File: src/verilog/isvm_pkg.sv
package isvm_pkg;
    localparam int unsigned ADDR_W = 32;
    localparam int unsigned DATA_W = 32;
    localparam int unsigned NUM_CH = 32;
    localparam int unsigned ID_W = 5;
    localparam int unsigned LVL_W = 3;
    localparam int unsigned NUM_LVL = 8;
    localparam int unsigned TYPE_W = 2;
    localparam int unsigned NUM_EVT = 3;

    localparam logic [ADDR_W-1:0] ADDR_PEND = 32'hB800_2108;
    localparam logic [ADDR_W-1:0] ADDR_VEC = 32'hB800_210C;
    localparam logic [ADDR_W-1:0] ADDR_SRCNUM = 32'hB800_2110;
    localparam logic [ADDR_W-1:0] ADDR_MASK = 32'hB800_2114;
    localparam logic [ADDR_W-1:0] ADDR_LINES = 32'hB800_2118;
    localparam logic [ADDR_W-1:0] ADDR_MSET = 32'hB800_2120;
    localparam logic [ADDR_W-1:0] ADDR_MCLR = 32'hB800_2124;
    localparam logic [ADDR_W-1:0] ADDR_DONE = 32'hB800_2130;
    localparam logic [ADDR_W-1:0] ADDR_EVT_STAT = 32'hB800_2140;
    localparam logic [ADDR_W-1:0] ADDR_EVT_MASK = 32'hB800_2144;

    localparam int unsigned VEC_LSB = 2;
    localparam int unsigned LINE_FAST_BIT = 0;
    localparam int unsigned LINE_NORM_BIT = 1;
    localparam int unsigned EVT_FAST_BIT = 0;
    localparam int unsigned EVT_NORM_BIT = 1;
    localparam int unsigned EVT_DONE_BIT = 2;

    localparam logic [DATA_W-1:0] RESET_WORD = 32'h0000_0000;
    localparam logic [ID_W-1:0] NO_VECTOR = 5'h00;
    localparam logic [LVL_W-1:0] LVL_TOP = 3'h0;
    localparam logic [LVL_W:0] LVL_NONE = 4'h8;

    typedef enum logic [TYPE_W-1:0] {
        ISVM_LOW_LEVEL = 2'b00,
        ISVM_HIGH_LEVEL = 2'b01,
        ISVM_FALL_EDGE = 2'b10,
        ISVM_RISE_EDGE = 2'b11
    } isvm_trig_e;
endpackage : isvm_pkg

File: src/verilog/isvm_top.sv
// Chosen here: the strobed register port.
`timescale 1ns/10ps
module isvm_top (
    input wire logic i_ref_clk,
    input wire logic i_rst_n,
    input wire logic i_ce,
    input wire logic [isvm_pkg::ADDR_W-1:0] i_addr,
    input wire logic [isvm_pkg::DATA_W-1:0] i_wdata,
    input wire logic i_wr,
    input wire logic i_rd,
    input wire logic [isvm_pkg::NUM_CH-1:0] i_raw_level,
    input wire logic [isvm_pkg::NUM_CH*isvm_pkg::TYPE_W-1:0] i_source_trigger_type,
    input wire logic [isvm_pkg::NUM_CH*isvm_pkg::LVL_W-1:0] i_prio_level,
    output logic [isvm_pkg::DATA_W-1:0] o_rdata,
    output logic o_normal_request_line,
    output logic o_fast_request_line,
    output logic o_irq
);
    localparam int unsigned NCH = isvm_pkg::NUM_CH;
    localparam int unsigned LW = isvm_pkg::LVL_W;
    localparam int unsigned IW = isvm_pkg::ID_W;
    localparam int unsigned NE = isvm_pkg::NUM_EVT;
    localparam int unsigned VEC_MSB = isvm_pkg::VEC_LSB + IW - 1;

    logic [NCH-1:0] raw_prev_q;
    logic [NCH-1:0] edge_flag_q;
    logic [NCH-1:0] active;
    logic [NCH-1:0] channel_enable_bit_q;
    logic [NCH-1:0] pending_enabled_bit;
    logic [IW-1:0] vector_q;
    logic [LW-1:0] vec_lvl_q;
    logic [IW-1:0] winning_channel_id_q;
    logic [isvm_pkg::NUM_LVL-1:0] in_service_q;
    logic normal_line_q;
    logic fast_line_q;
    logic [NE-1:0] evt_stat_q;
    logic [NE-1:0] evt_mask_q;
    logic [NE-1:0] evt_set;
    logic irq_q;
    logic [isvm_pkg::DATA_W-1:0] rdata_q;

    logic wr_mset;
    logic wr_mclr;
    logic wr_done;
    logic wr_emask;
    logic rd_vec;
    logic rd_estat;
    logic [LW:0] thresh;
    logic win_found;
    logic [IW-1:0] win_ch;
    logic [LW-1:0] win_lvl;
    logic vec_load;

    assign wr_mset = i_wr && (i_addr == isvm_pkg::ADDR_MSET);
    assign wr_mclr = i_wr && (i_addr == isvm_pkg::ADDR_MCLR);
    assign wr_done = i_wr && (i_addr == isvm_pkg::ADDR_DONE);
    assign wr_emask = i_wr && (i_addr == isvm_pkg::ADDR_EVT_MASK);
    assign rd_vec = i_rd && (i_addr == isvm_pkg::ADDR_VEC);
    assign rd_estat = i_rd && (i_addr == isvm_pkg::ADDR_EVT_STAT);

    // per-channel activity from trigger type; mask plays no part here
    genvar g;
    generate
        // bit 0 runs too but never wins: its mask bit stays zero
        for (g = 0; g < NCH; g++) begin : g_ch
            isvm_pkg::isvm_trig_e ttype;
            logic rise;
            logic fall;
            logic edge_hit;
            logic edge_clr;
            assign ttype = isvm_pkg::isvm_trig_e'(
                i_source_trigger_type[g*isvm_pkg::TYPE_W +: isvm_pkg::TYPE_W]);
            assign rise = i_raw_level[g] && !raw_prev_q[g];
            assign fall = !i_raw_level[g] && raw_prev_q[g];
            assign edge_hit = (ttype == isvm_pkg::ISVM_RISE_EDGE) ? rise :
                (ttype == isvm_pkg::ISVM_FALL_EDGE) ? fall : 1'b0;
            // edge flags clear once their vector has been taken
            assign edge_clr = rd_vec && (vector_q == IW'(g));

            always_ff @(posedge i_ref_clk) begin
                if (!i_rst_n) begin
                    raw_prev_q[g] <= 1'b0;
                    edge_flag_q[g] <= 1'b0;
                end else if (i_ce) begin
                    raw_prev_q[g] <= i_raw_level[g];
                    if (edge_hit) begin
                        edge_flag_q[g] <= 1'b1;
                    end else if (edge_clr) begin
                        edge_flag_q[g] <= 1'b0;
                    end
                end
            end

            always_comb begin
                case (ttype)
                    isvm_pkg::ISVM_LOW_LEVEL: active[g] = !i_raw_level[g];
                    isvm_pkg::ISVM_HIGH_LEVEL: active[g] = i_raw_level[g];
                    default: active[g] = edge_flag_q[g];
                endcase
            end
        end
    endgenerate

    assign pending_enabled_bit = active & channel_enable_bit_q;

    // mask: set wins over clear when both hit the same bit in one cycle
    always_ff @(posedge i_ref_clk) begin
        if (!i_rst_n) begin
            channel_enable_bit_q <= isvm_pkg::RESET_WORD;
        end else if (i_ce) begin
            if (wr_mset) begin
                channel_enable_bit_q <= channel_enable_bit_q | {i_wdata[NCH-1:1], 1'b0};
            end else if (wr_mclr) begin
                channel_enable_bit_q <= channel_enable_bit_q & ~{i_wdata[NCH-1:1], 1'b0};
            end
        end
    end

    // nesting threshold: only levels above the highest one in service
    always_comb begin
        thresh = isvm_pkg::LVL_NONE;
        for (int i = isvm_pkg::NUM_LVL - 1; i >= 0; i--) begin
            if (in_service_q[i]) begin
                thresh = (LW+1)'(i);
            end
        end
    end

    always_comb begin
        win_found = 1'b0;
        win_ch = isvm_pkg::NO_VECTOR;
        win_lvl = LW'(isvm_pkg::NUM_LVL - 1);
        for (int c = 1; c < NCH; c++) begin
            if (pending_enabled_bit[c] &&
                ({1'b0, i_prio_level[c*LW +: LW]} < thresh) &&
                (!win_found || (i_prio_level[c*LW +: LW] < win_lvl))) begin
                win_found = 1'b1;
                win_ch = IW'(c);
                win_lvl = i_prio_level[c*LW +: LW];
            end
        end
    end

    // a new vector is latched only while none is outstanding
    assign vec_load = win_found && (vector_q == isvm_pkg::NO_VECTOR) && !rd_vec;

    always_ff @(posedge i_ref_clk) begin
        if (!i_rst_n) begin
            vector_q <= isvm_pkg::NO_VECTOR;
            vec_lvl_q <= isvm_pkg::LVL_TOP;
            winning_channel_id_q <= isvm_pkg::NO_VECTOR;
        end else if (i_ce) begin
            if (rd_vec) begin
                vector_q <= isvm_pkg::NO_VECTOR;
            end else if (vec_load) begin
                vector_q <= win_ch;
                vec_lvl_q <= win_lvl;
                winning_channel_id_q <= win_ch;
            end
        end
    end

    always_ff @(posedge i_ref_clk) begin
        if (!i_rst_n) begin
            fast_line_q <= 1'b0;
            normal_line_q <= 1'b0;
        end else if (i_ce) begin
            if (rd_vec) begin
                fast_line_q <= 1'b0;
                normal_line_q <= 1'b0;
            end else if (vec_load) begin
                fast_line_q <= (win_lvl == isvm_pkg::LVL_TOP);
                normal_line_q <= (win_lvl != isvm_pkg::LVL_TOP);
            end
        end
    end

    // acknowledge marks a level in service, end of service retires the top
    always_ff @(posedge i_ref_clk) begin
        if (!i_rst_n) begin
            in_service_q <= '0;
        end else if (i_ce) begin
            if (rd_vec && (vector_q != isvm_pkg::NO_VECTOR)) begin
                in_service_q[vec_lvl_q] <= 1'b1;
            end else if (wr_done && (thresh != isvm_pkg::LVL_NONE)) begin
                in_service_q[thresh[LW-1:0]] <= 1'b0;
            end
        end
    end

    // event flags: new events win over the clearing read
    assign evt_set = {wr_done, vec_load && (win_lvl != isvm_pkg::LVL_TOP),
                      vec_load && (win_lvl == isvm_pkg::LVL_TOP)};

    always_ff @(posedge i_ref_clk) begin
        if (!i_rst_n) begin
            evt_stat_q <= '0;
            evt_mask_q <= '0;
            irq_q <= 1'b0;
        end else if (i_ce) begin
            evt_stat_q <= (rd_estat ? '0 : evt_stat_q) | evt_set;
            if (wr_emask) begin
                evt_mask_q <= i_wdata[NE-1:0];
            end
            // one cycle behind the flags, so a read-clear drops it next edge
            irq_q <= |(evt_stat_q & evt_mask_q);
        end
    end

    always_ff @(posedge i_ref_clk) begin
        if (!i_rst_n) begin
            rdata_q <= isvm_pkg::RESET_WORD;
        end else if (i_ce) begin
            rdata_q <= isvm_pkg::RESET_WORD;
            if (i_rd) begin
                case (i_addr)
                    isvm_pkg::ADDR_PEND: rdata_q <= pending_enabled_bit;
                    isvm_pkg::ADDR_VEC: rdata_q[VEC_MSB:isvm_pkg::VEC_LSB] <= vector_q;
                    isvm_pkg::ADDR_SRCNUM: rdata_q[IW-1:0] <= winning_channel_id_q;
                    isvm_pkg::ADDR_MASK: rdata_q <= channel_enable_bit_q;
                    isvm_pkg::ADDR_LINES: begin
                        rdata_q[isvm_pkg::LINE_NORM_BIT] <= normal_line_q;
                        rdata_q[isvm_pkg::LINE_FAST_BIT] <= fast_line_q;
                    end
                    isvm_pkg::ADDR_EVT_STAT: rdata_q[NE-1:0] <= evt_stat_q;
                    isvm_pkg::ADDR_EVT_MASK: rdata_q[NE-1:0] <= evt_mask_q;
                    default: rdata_q <= isvm_pkg::RESET_WORD;
                endcase
            end
        end
    end

    assign o_rdata = rdata_q;
    assign o_normal_request_line = normal_line_q;
    assign o_fast_request_line = fast_line_q;
    assign o_irq = irq_q;
endmodule : isvm_top

File: config.mk
export PLATFORM = sky130hd
export DESIGN_NAME = isvm_top
export DESIGN_NICKNAME = d
export VERILOG_FILES = /design/src/verilog/isvm_pkg.sv /design/src/verilog/isvm_top.sv
export SDC_FILE = /design/constraint.sdc
export NUM_CORES = 1
export LEC_CHECK = 0
export ABC_AREA = 1
export BUFFER_PORTS_ARGS = -buffer_cell sky130_fd_sc_hd__buf_2
export CAP_MARGIN = 0
export CORE_MARGIN = 2
export CORE_UTILIZATION = 56
export CTS_CLUSTER_DIAMETER = 150
export DETAILED_ROUTE_END_ITERATION = 10
export PLACE_DENSITY = 0.82
export SLEW_MARGIN = 10
export SYNTH_ARGS = -nofsm -noshare
export SYNTH_HDL_FRONTEND = slang
export SYNTH_SLANG_ARGS = --single-unit
File: constraint.sdc
create_clock -name i_ref_clk -period 33.8 [get_ports i_ref_clk]
set_input_delay 3.38 -clock i_ref_clk [delete_from_list [all_inputs] [get_ports i_ref_clk]]
set_output_delay 3.38 -clock i_ref_clk [all_outputs]
set_load 0.03 [all_outputs]
Word-level counts from Yosys, hierarchy flattened. Cells that the tools add are included.

Register bits after elaboration: 158. Bits of input ports: 261. Output and inout port bits: 35. Word-level logic and storage cells: 975.

$lt $le $gt $ge: 65. Equality and inequality tests: 138. Multiplexer cells: 282. Bitwise operators: 10. Reduce and logical (&&, ||, !) cells: 405.

Operator list (count): $eq A32 B32 Y1 const B (10); $logic_and A1 B1 Y1 (171); $mux W1 (166); $mux W5 (32); $eq A2 B2 Y1 const B (64); $lt A3 B4 Y1 (31); $mux W3 (32); $mux W32 (3); $logic_not A1 Y1 (95); $lt A3 B3 Y1 (30); $eq A5 B5 Y1 const B (16); $reduce_and A2 Y1 (36); $reduce_bool A2 Y1 (35); $and A32 B32 Y32 (2); $eq A2 B1 Y1 const B (32); $logic_not A2 Y1 (32); $pmux W1 S2 (32); $pmux W25 S2 (1); $eq A5 B4 Y1 const B (8); $mux W4 (8); $not A32 Y32 (1); $or A32 B32 Y32 (1); $logic_or A1 B1 Y1 (30); $eq A5 B3 Y1 const B (4); 23 further kinds (28).

Longest topological paths before layout.
Depth after elaboration: 135. Depth in mapped cells: 287. Mapped depth without buffers: 287.

Least setup slack after synthesis. Ideal clock, no wire load.

Path kind: in2reg. From: in i_raw_level[1] (netlist bit). To: reg evt_stat_q[1]. Setup time: 71 ps. Arrival time: 29454 ps. Path slack: 4276 ps. Stages: 249. Buffers on the path: 0. Cells stage by stage: inv_2 > nor2_1 > nor2_1 > a21oi_1 > a211oi_4 > nand2_1 > nor2_1 > ha_1 > inv_1 > a21oi_1 > nand2_1 > nand2_1 > nand2_1 > nand2_2 > nor2_1 > a21oi_1 > inv_1 > ha_1 > [213 not listed] > nand2_2 > o21ai_0 > ha_1 > a21oi_1 > nand2_1 > nand2_2 > nand2_2 > o21ai_0 > ha_1 > a21oi_1 > nand2_1 > nand2_2 > nand2_4 > nand2_1 > nand2_1 > nand3_1 > nand2_1 > a21oi_1.

Cells in the longest elaborated chain, start to end: 129.

RTL lines: from (decl) (RTL line isvm_top.sv:11) `input wire logic [isvm_pkg::NUM_CH-1:0] i_raw_level,`; $logic_not A1 Y1 (RTL line isvm_top.sv:96) `isvm_pkg::ISVM_LOW_LEVEL: active[g] = !i_raw_level[g];`; $pmux W1 S2 * (RTL line isvm_top.sv:95) `case (ttype)`; $and A32 B32 Y32 * (RTL line isvm_top.sv:104) `assign pending_enabled_bit = active & channel_enable_bit_q;`; $logic_and A1 B1 Y1 * (RTL line isvm_top.sv:134) `if (pending_enabled_bit[c] &&`; $mux W3 / $mux W1 (equally long branches) (RTL line isvm_top.sv:134); $lt A3 B3 Y1 / $logic_not A1 Y1 (equally long branches) (RTL line isvm_top.sv:136) `(!win_found || (i_prio_level[c*LW +: LW] < win_lvl))) begin`; $logic_or A1 B1 Y1 (RTL line isvm_top.sv:136); $logic_and A1 B1 Y1 (RTL line isvm_top.sv:135) `({1'b0, i_prio_level[c*LW +: LW]} < thresh) &&`; [112 not listed]; $mux W3 / $mux W1 (equally long branches) (RTL line isvm_top.sv:134); $lt A3 B3 Y1 / $logic_not A1 Y1 (equally long branches) (RTL line isvm_top.sv:136); $logic_or A1 B1 Y1 (RTL line isvm_top.sv:136); $logic_and A1 B1 Y1 (RTL line isvm_top.sv:135); $mux W1 (RTL line isvm_top.sv:134); $logic_and A1 B1 Y1 (2 in series) (RTL line isvm_top.sv:145) `assign vec_load = win_found && (vector_q == isvm_pkg::NO_VECTOR) && !rd_vec;`; $logic_and A1 B1 Y1 * (RTL line isvm_top.sv:192) `assign evt_set = {wr_done, vec_load && (win_lvl != isvm_pkg::LVL_TOP),`; $or A3 B3 Y3 * (RTL line isvm_top.sv:201) `evt_stat_q <= (rd_estat ? '0 : evt_stat_q) | evt_set;`; to (signal assigned) (RTL line isvm_top.sv:201); to (decl) (RTL line isvm_top.sv:36) `logic [NE-1:0] evt_stat_q;`.

Mark *: on every way between the ends. The rest lies on a longest branch, timed or not. A chain may end at the register's enable or synchronous reset.

Final worst setup path.
From: in i_raw_level[1] (netlist bit). To: reg normal_line_q (netlist: o_normal_request_line).

Cells in the longest elaborated chain, start to end: 129.

RTL lines: $logic_not A1 Y1 (RTL line isvm_top.sv:96); $pmux W1 S2 * (RTL line isvm_top.sv:95); $and A32 B32 Y32 * (RTL line isvm_top.sv:104); $logic_and A1 B1 Y1 * (RTL line isvm_top.sv:134); $mux W3 / $mux W1 (equally long branches) (RTL line isvm_top.sv:134); $lt A3 B3 Y1 / $logic_not A1 Y1 (equally long branches) (RTL line isvm_top.sv:136); $logic_or A1 B1 Y1 (RTL line isvm_top.sv:136); $logic_and A1 B1 Y1 (RTL line isvm_top.sv:135); [112 not listed]; $mux W3 / $mux W1 (equally long branches) (RTL line isvm_top.sv:134); $lt A3 B3 Y1 / $logic_not A1 Y1 (equally long branches) (RTL line isvm_top.sv:136); $logic_or A1 B1 Y1 (RTL line isvm_top.sv:136); $logic_and A1 B1 Y1 (RTL line isvm_top.sv:135); $mux W1 (RTL line isvm_top.sv:134); $logic_and A1 B1 Y1 (2 in series) (RTL line isvm_top.sv:145); $reduce_bool A2 Y1 (no line); $reduce_and A2 Y1 (no line); to (signal assigned) (RTL line isvm_top.sv:173) `normal_line_q <= (win_lvl != isvm_pkg::LVL_TOP);`; to (decl) (RTL line isvm_top.sv:34) `logic normal_line_q;`.

Mark *: on every way between the ends. The rest lies on a longest branch, timed or not. The select of a mux whose other input is x is not followed.

==> impl_metrics.py <==
metrics = {
    "worst_hold_path": {
        "hold_class": "flip-flop to flip-flop",
    },
    "timing": {
        "fin_ws_ns": 3.18,
        "final_max_slew_viol_count": 0,
        "worst_pin_slew_ns": 0.894,
        "max_freq_mhz": 32.7,
        "setup_viol_count_final": 0,
        "fin_crit_sh": 0.906,
        "slew-limit-headroom": 0.404,
        "finalHoldViolCount": 0,
        "period_needed_ns": 30.62,
        "hold-worst-slack_ns": 0.465,
        "clock_skew_ns": 0.00792,
    },
    "worst_setup_path": {
        "cp.arrival_ns": 30.96,
        "critPathMaxStageDelay_ns": 0.29,
        "path_class": "primary input to flip-flop",
        "required_ns": 34.15,
        "cp_max_fo": 8,
        "worstSetupEndpointType": "flip-flop",
        "start_kind": "primary input",
        "crit_path_frequent_cell": "nand2_1",
        "cp_slowest_cell": "ha_1",
    },
    "global_route": {
        "grt_pass1_wl_um": 71700,
        "track_usage": 0.343,
        "grt_max_degree": 75,
        "grt_pass1_vias": 14727,
        "antenna_found_initial": 9,
        "grt_overflow": 0,
    },
    "route": {
        "drc": 0,
        "wl_per_cell_um": 16.1,
        "wl_met1_um": 18900,
        "dr_wl_met2_um": 21000,
        "routed_wl_um": 44900,
        "drt-initial-drc-count": 1399,
        "num_vias": 15787,
        "first_pass_iters": 6,
        "detail-route-antenna-nets": 0,
        "met3WireLength_um": 3430,
        "viasPerCell": 5.65,
        "top_layer_used": "met4",
    },
    "synthesis": {
        "syn_inst": 2197,
        "synth_top_area_frac": 0.229,
        "ys_seq_area_frac": 0.229,
        "yosysMostFrequentCell": "nand2_1",
        "syn-mean-instance-area_um2": 6.16,
        "ys_async_sr_fraction": 0,
        "postSynthNetCount": 2552,
        "synth_xor_area_frac": 0.0175,
        "synth_ff_type": "dfxtp_1",
        "yosys.area_share.simple": 0.305,
        "synth-adder-area-share": 0.0869,
        "synthTopCellsByCount": "nand2_1, inv_1, a21oi_1",
        "synth_mux_area_frac": 0.0207,
        "yosysWarnings": 0,
        "synth-seq-cells": 155,
        "synth_area_leaders": "dfxtp_1, nand2_1, inv_1",
        "synth_top_family_by_area": "simple AND/OR/NAND/NOR gates",
        "synth_area_leader_cell": "dfxtp_1",
        "synth-edff-count": 0,
        "syn_area_mm2": 0.0135,
        "synthDistinctLibCells": 51,
        "synth-compound-area-share": 0.217,
    },
    "placement": {
        "dp.cells": 2756,
        "io_buffers": 289,
        "place_ws_ns": -0.0377,
        "dp_hpwl_um": 33500,
        "routabilityCongestion": 0.921,
    },
    "layout": {
        "layout-drive-gt1-share": 0.176,
        "finalNonFillerCells": 2796,
        "synthToLayoutAreaGrowth_pct": 17.9,
        "finalNetCount": 2811,
    },
    "die": {
        "die_x_um": 159,
        "die_h_um": 159,
        "io_pins": 296,
        "fp.dieArea_mm2": 0.0254,
        "core_mm2": 0.0236,
        "start_util": 0.573,
        "row_count": 56,
    },
    "run": {
        "cap_viol_max_count": 0,
    },
    "clock_network": {
        "h-tree-depth": 4,
        "clock-sinks": 155,
        "cts_buffer_depth": 2,
        "clockRootBuffer": "clkbuf_16",
        "numCtsBuffers": 17,
        "clk_transition_reported_paths_ns": 0.06,
        "clk_latency_ns": 0.42,
        "post_cts_buffers": 0,
        "cts_tree": "yes",
    },
    "status": {
        "status": "completed",
    },
    "power": {
        "pwr_density_cell_mw_per_mm2": 28.8,
        "p_leak_uw": 0.00791,
        "peakVddDrop_uv": 31.4,
    },
}
-- worst paths after layout --
path                         from               endpoint  slack, ns  cells after the start
setup / recovery   i_raw_level[1]  o_normal_request_line       3.18                    267
hold reg to reg        o_rdata[4]             o_rdata[4]       0.46                      2
hold / removal         o_rdata[4]             o_rdata[4]       0.46                      2
setup reg to reg  in_service_q[2]  o_normal_request_line       5.01                    270
-- logic make-up (layout without fill, tap and decap cells) --
group                    after synthesis  count (layout)
flip-flops                           155             155
multiplexers                          28              28
AO/OA/AOI/OAI                        512             512
AND/OR/NAND/NOR                      941             941
buffers and inverters                440             711
other                                  0               9
XOR/XNOR                              27              27
adder cells (fa/ha/maj)               94              94
-- critical path: cells and delay by family --
family,cells,cell delay [ns]
simple gates,171,13.86
fa+ha+maj,30,7.98
compound gates,35,4.04
buf+inv,31,1.70
-- per-stage QoR --
stage	util	total power, uW	instance area (um2)	TNS [ns]
after CTS	0.672	458	15900	0
after detailed placement	0.646	257	15200	-0.0721
final	0.676	460	16000	0
after global placement	0.646	254	15200	0
after global routing	0.676	478	16000	-0.141
after floorplan	-	227	13500	0
-- what timing repair did --
item                                   CTS  global route
endpoints found under the hold margin    0             0
setup endpoints to repair                0            17
hold buffers                             0             0
resized for setup                        0            50
-- layout make-up --
class	count	area (um2)
clock buffer	20	457
tap	319	399
sequential	155	3100
multi-input combinational	1602	8840
timing repair buffer	303	1550
antenna	9	22.5
fill	2162	7650
inverter	377	1420
clock inverter	11	168
-- layout by cell type, fill, tap and decap left out, types with 15 or more instances in the layout --
cell,netlist,layout
ha_1,94,94
a21oi_1,195,194
o22ai_1,35,35
o211ai_1,22,22
a211oi_1,31,31
buf_4,2,15
nor2_1,129,129
nand3_1,180,180
buf_2,1,288
o2111ai_1,27,27
inv_1,342,342
dfxtp_1,155,155
xor2_1,27,27
nand2_1,503,503
mux2i_1,28,28
nand2_2,57,57
clkinv_1,31,30
o21ai_0,175,145
o21ai_2,0,19
nand4_1,23,23
clkbuf_16,0,17
-- layer usage --
| layer | vias to the layer above | GRT usage |
|---|---|---|
| met1 | 7091 | 0.433 |
| met4 | 0 | 0.138 |
| met5 | - | 0 |
| li1 | 7870 | - |
| met3 | 117 | 0.0508 |
| met2 | 709 | 0.588 |
-- report_power, final --
group          internal (uW)  switching [uW]
sequential               187            2.54
combinational           26.0            39.0
clock                    127            77.8
(Power assumes the default switching activity.)
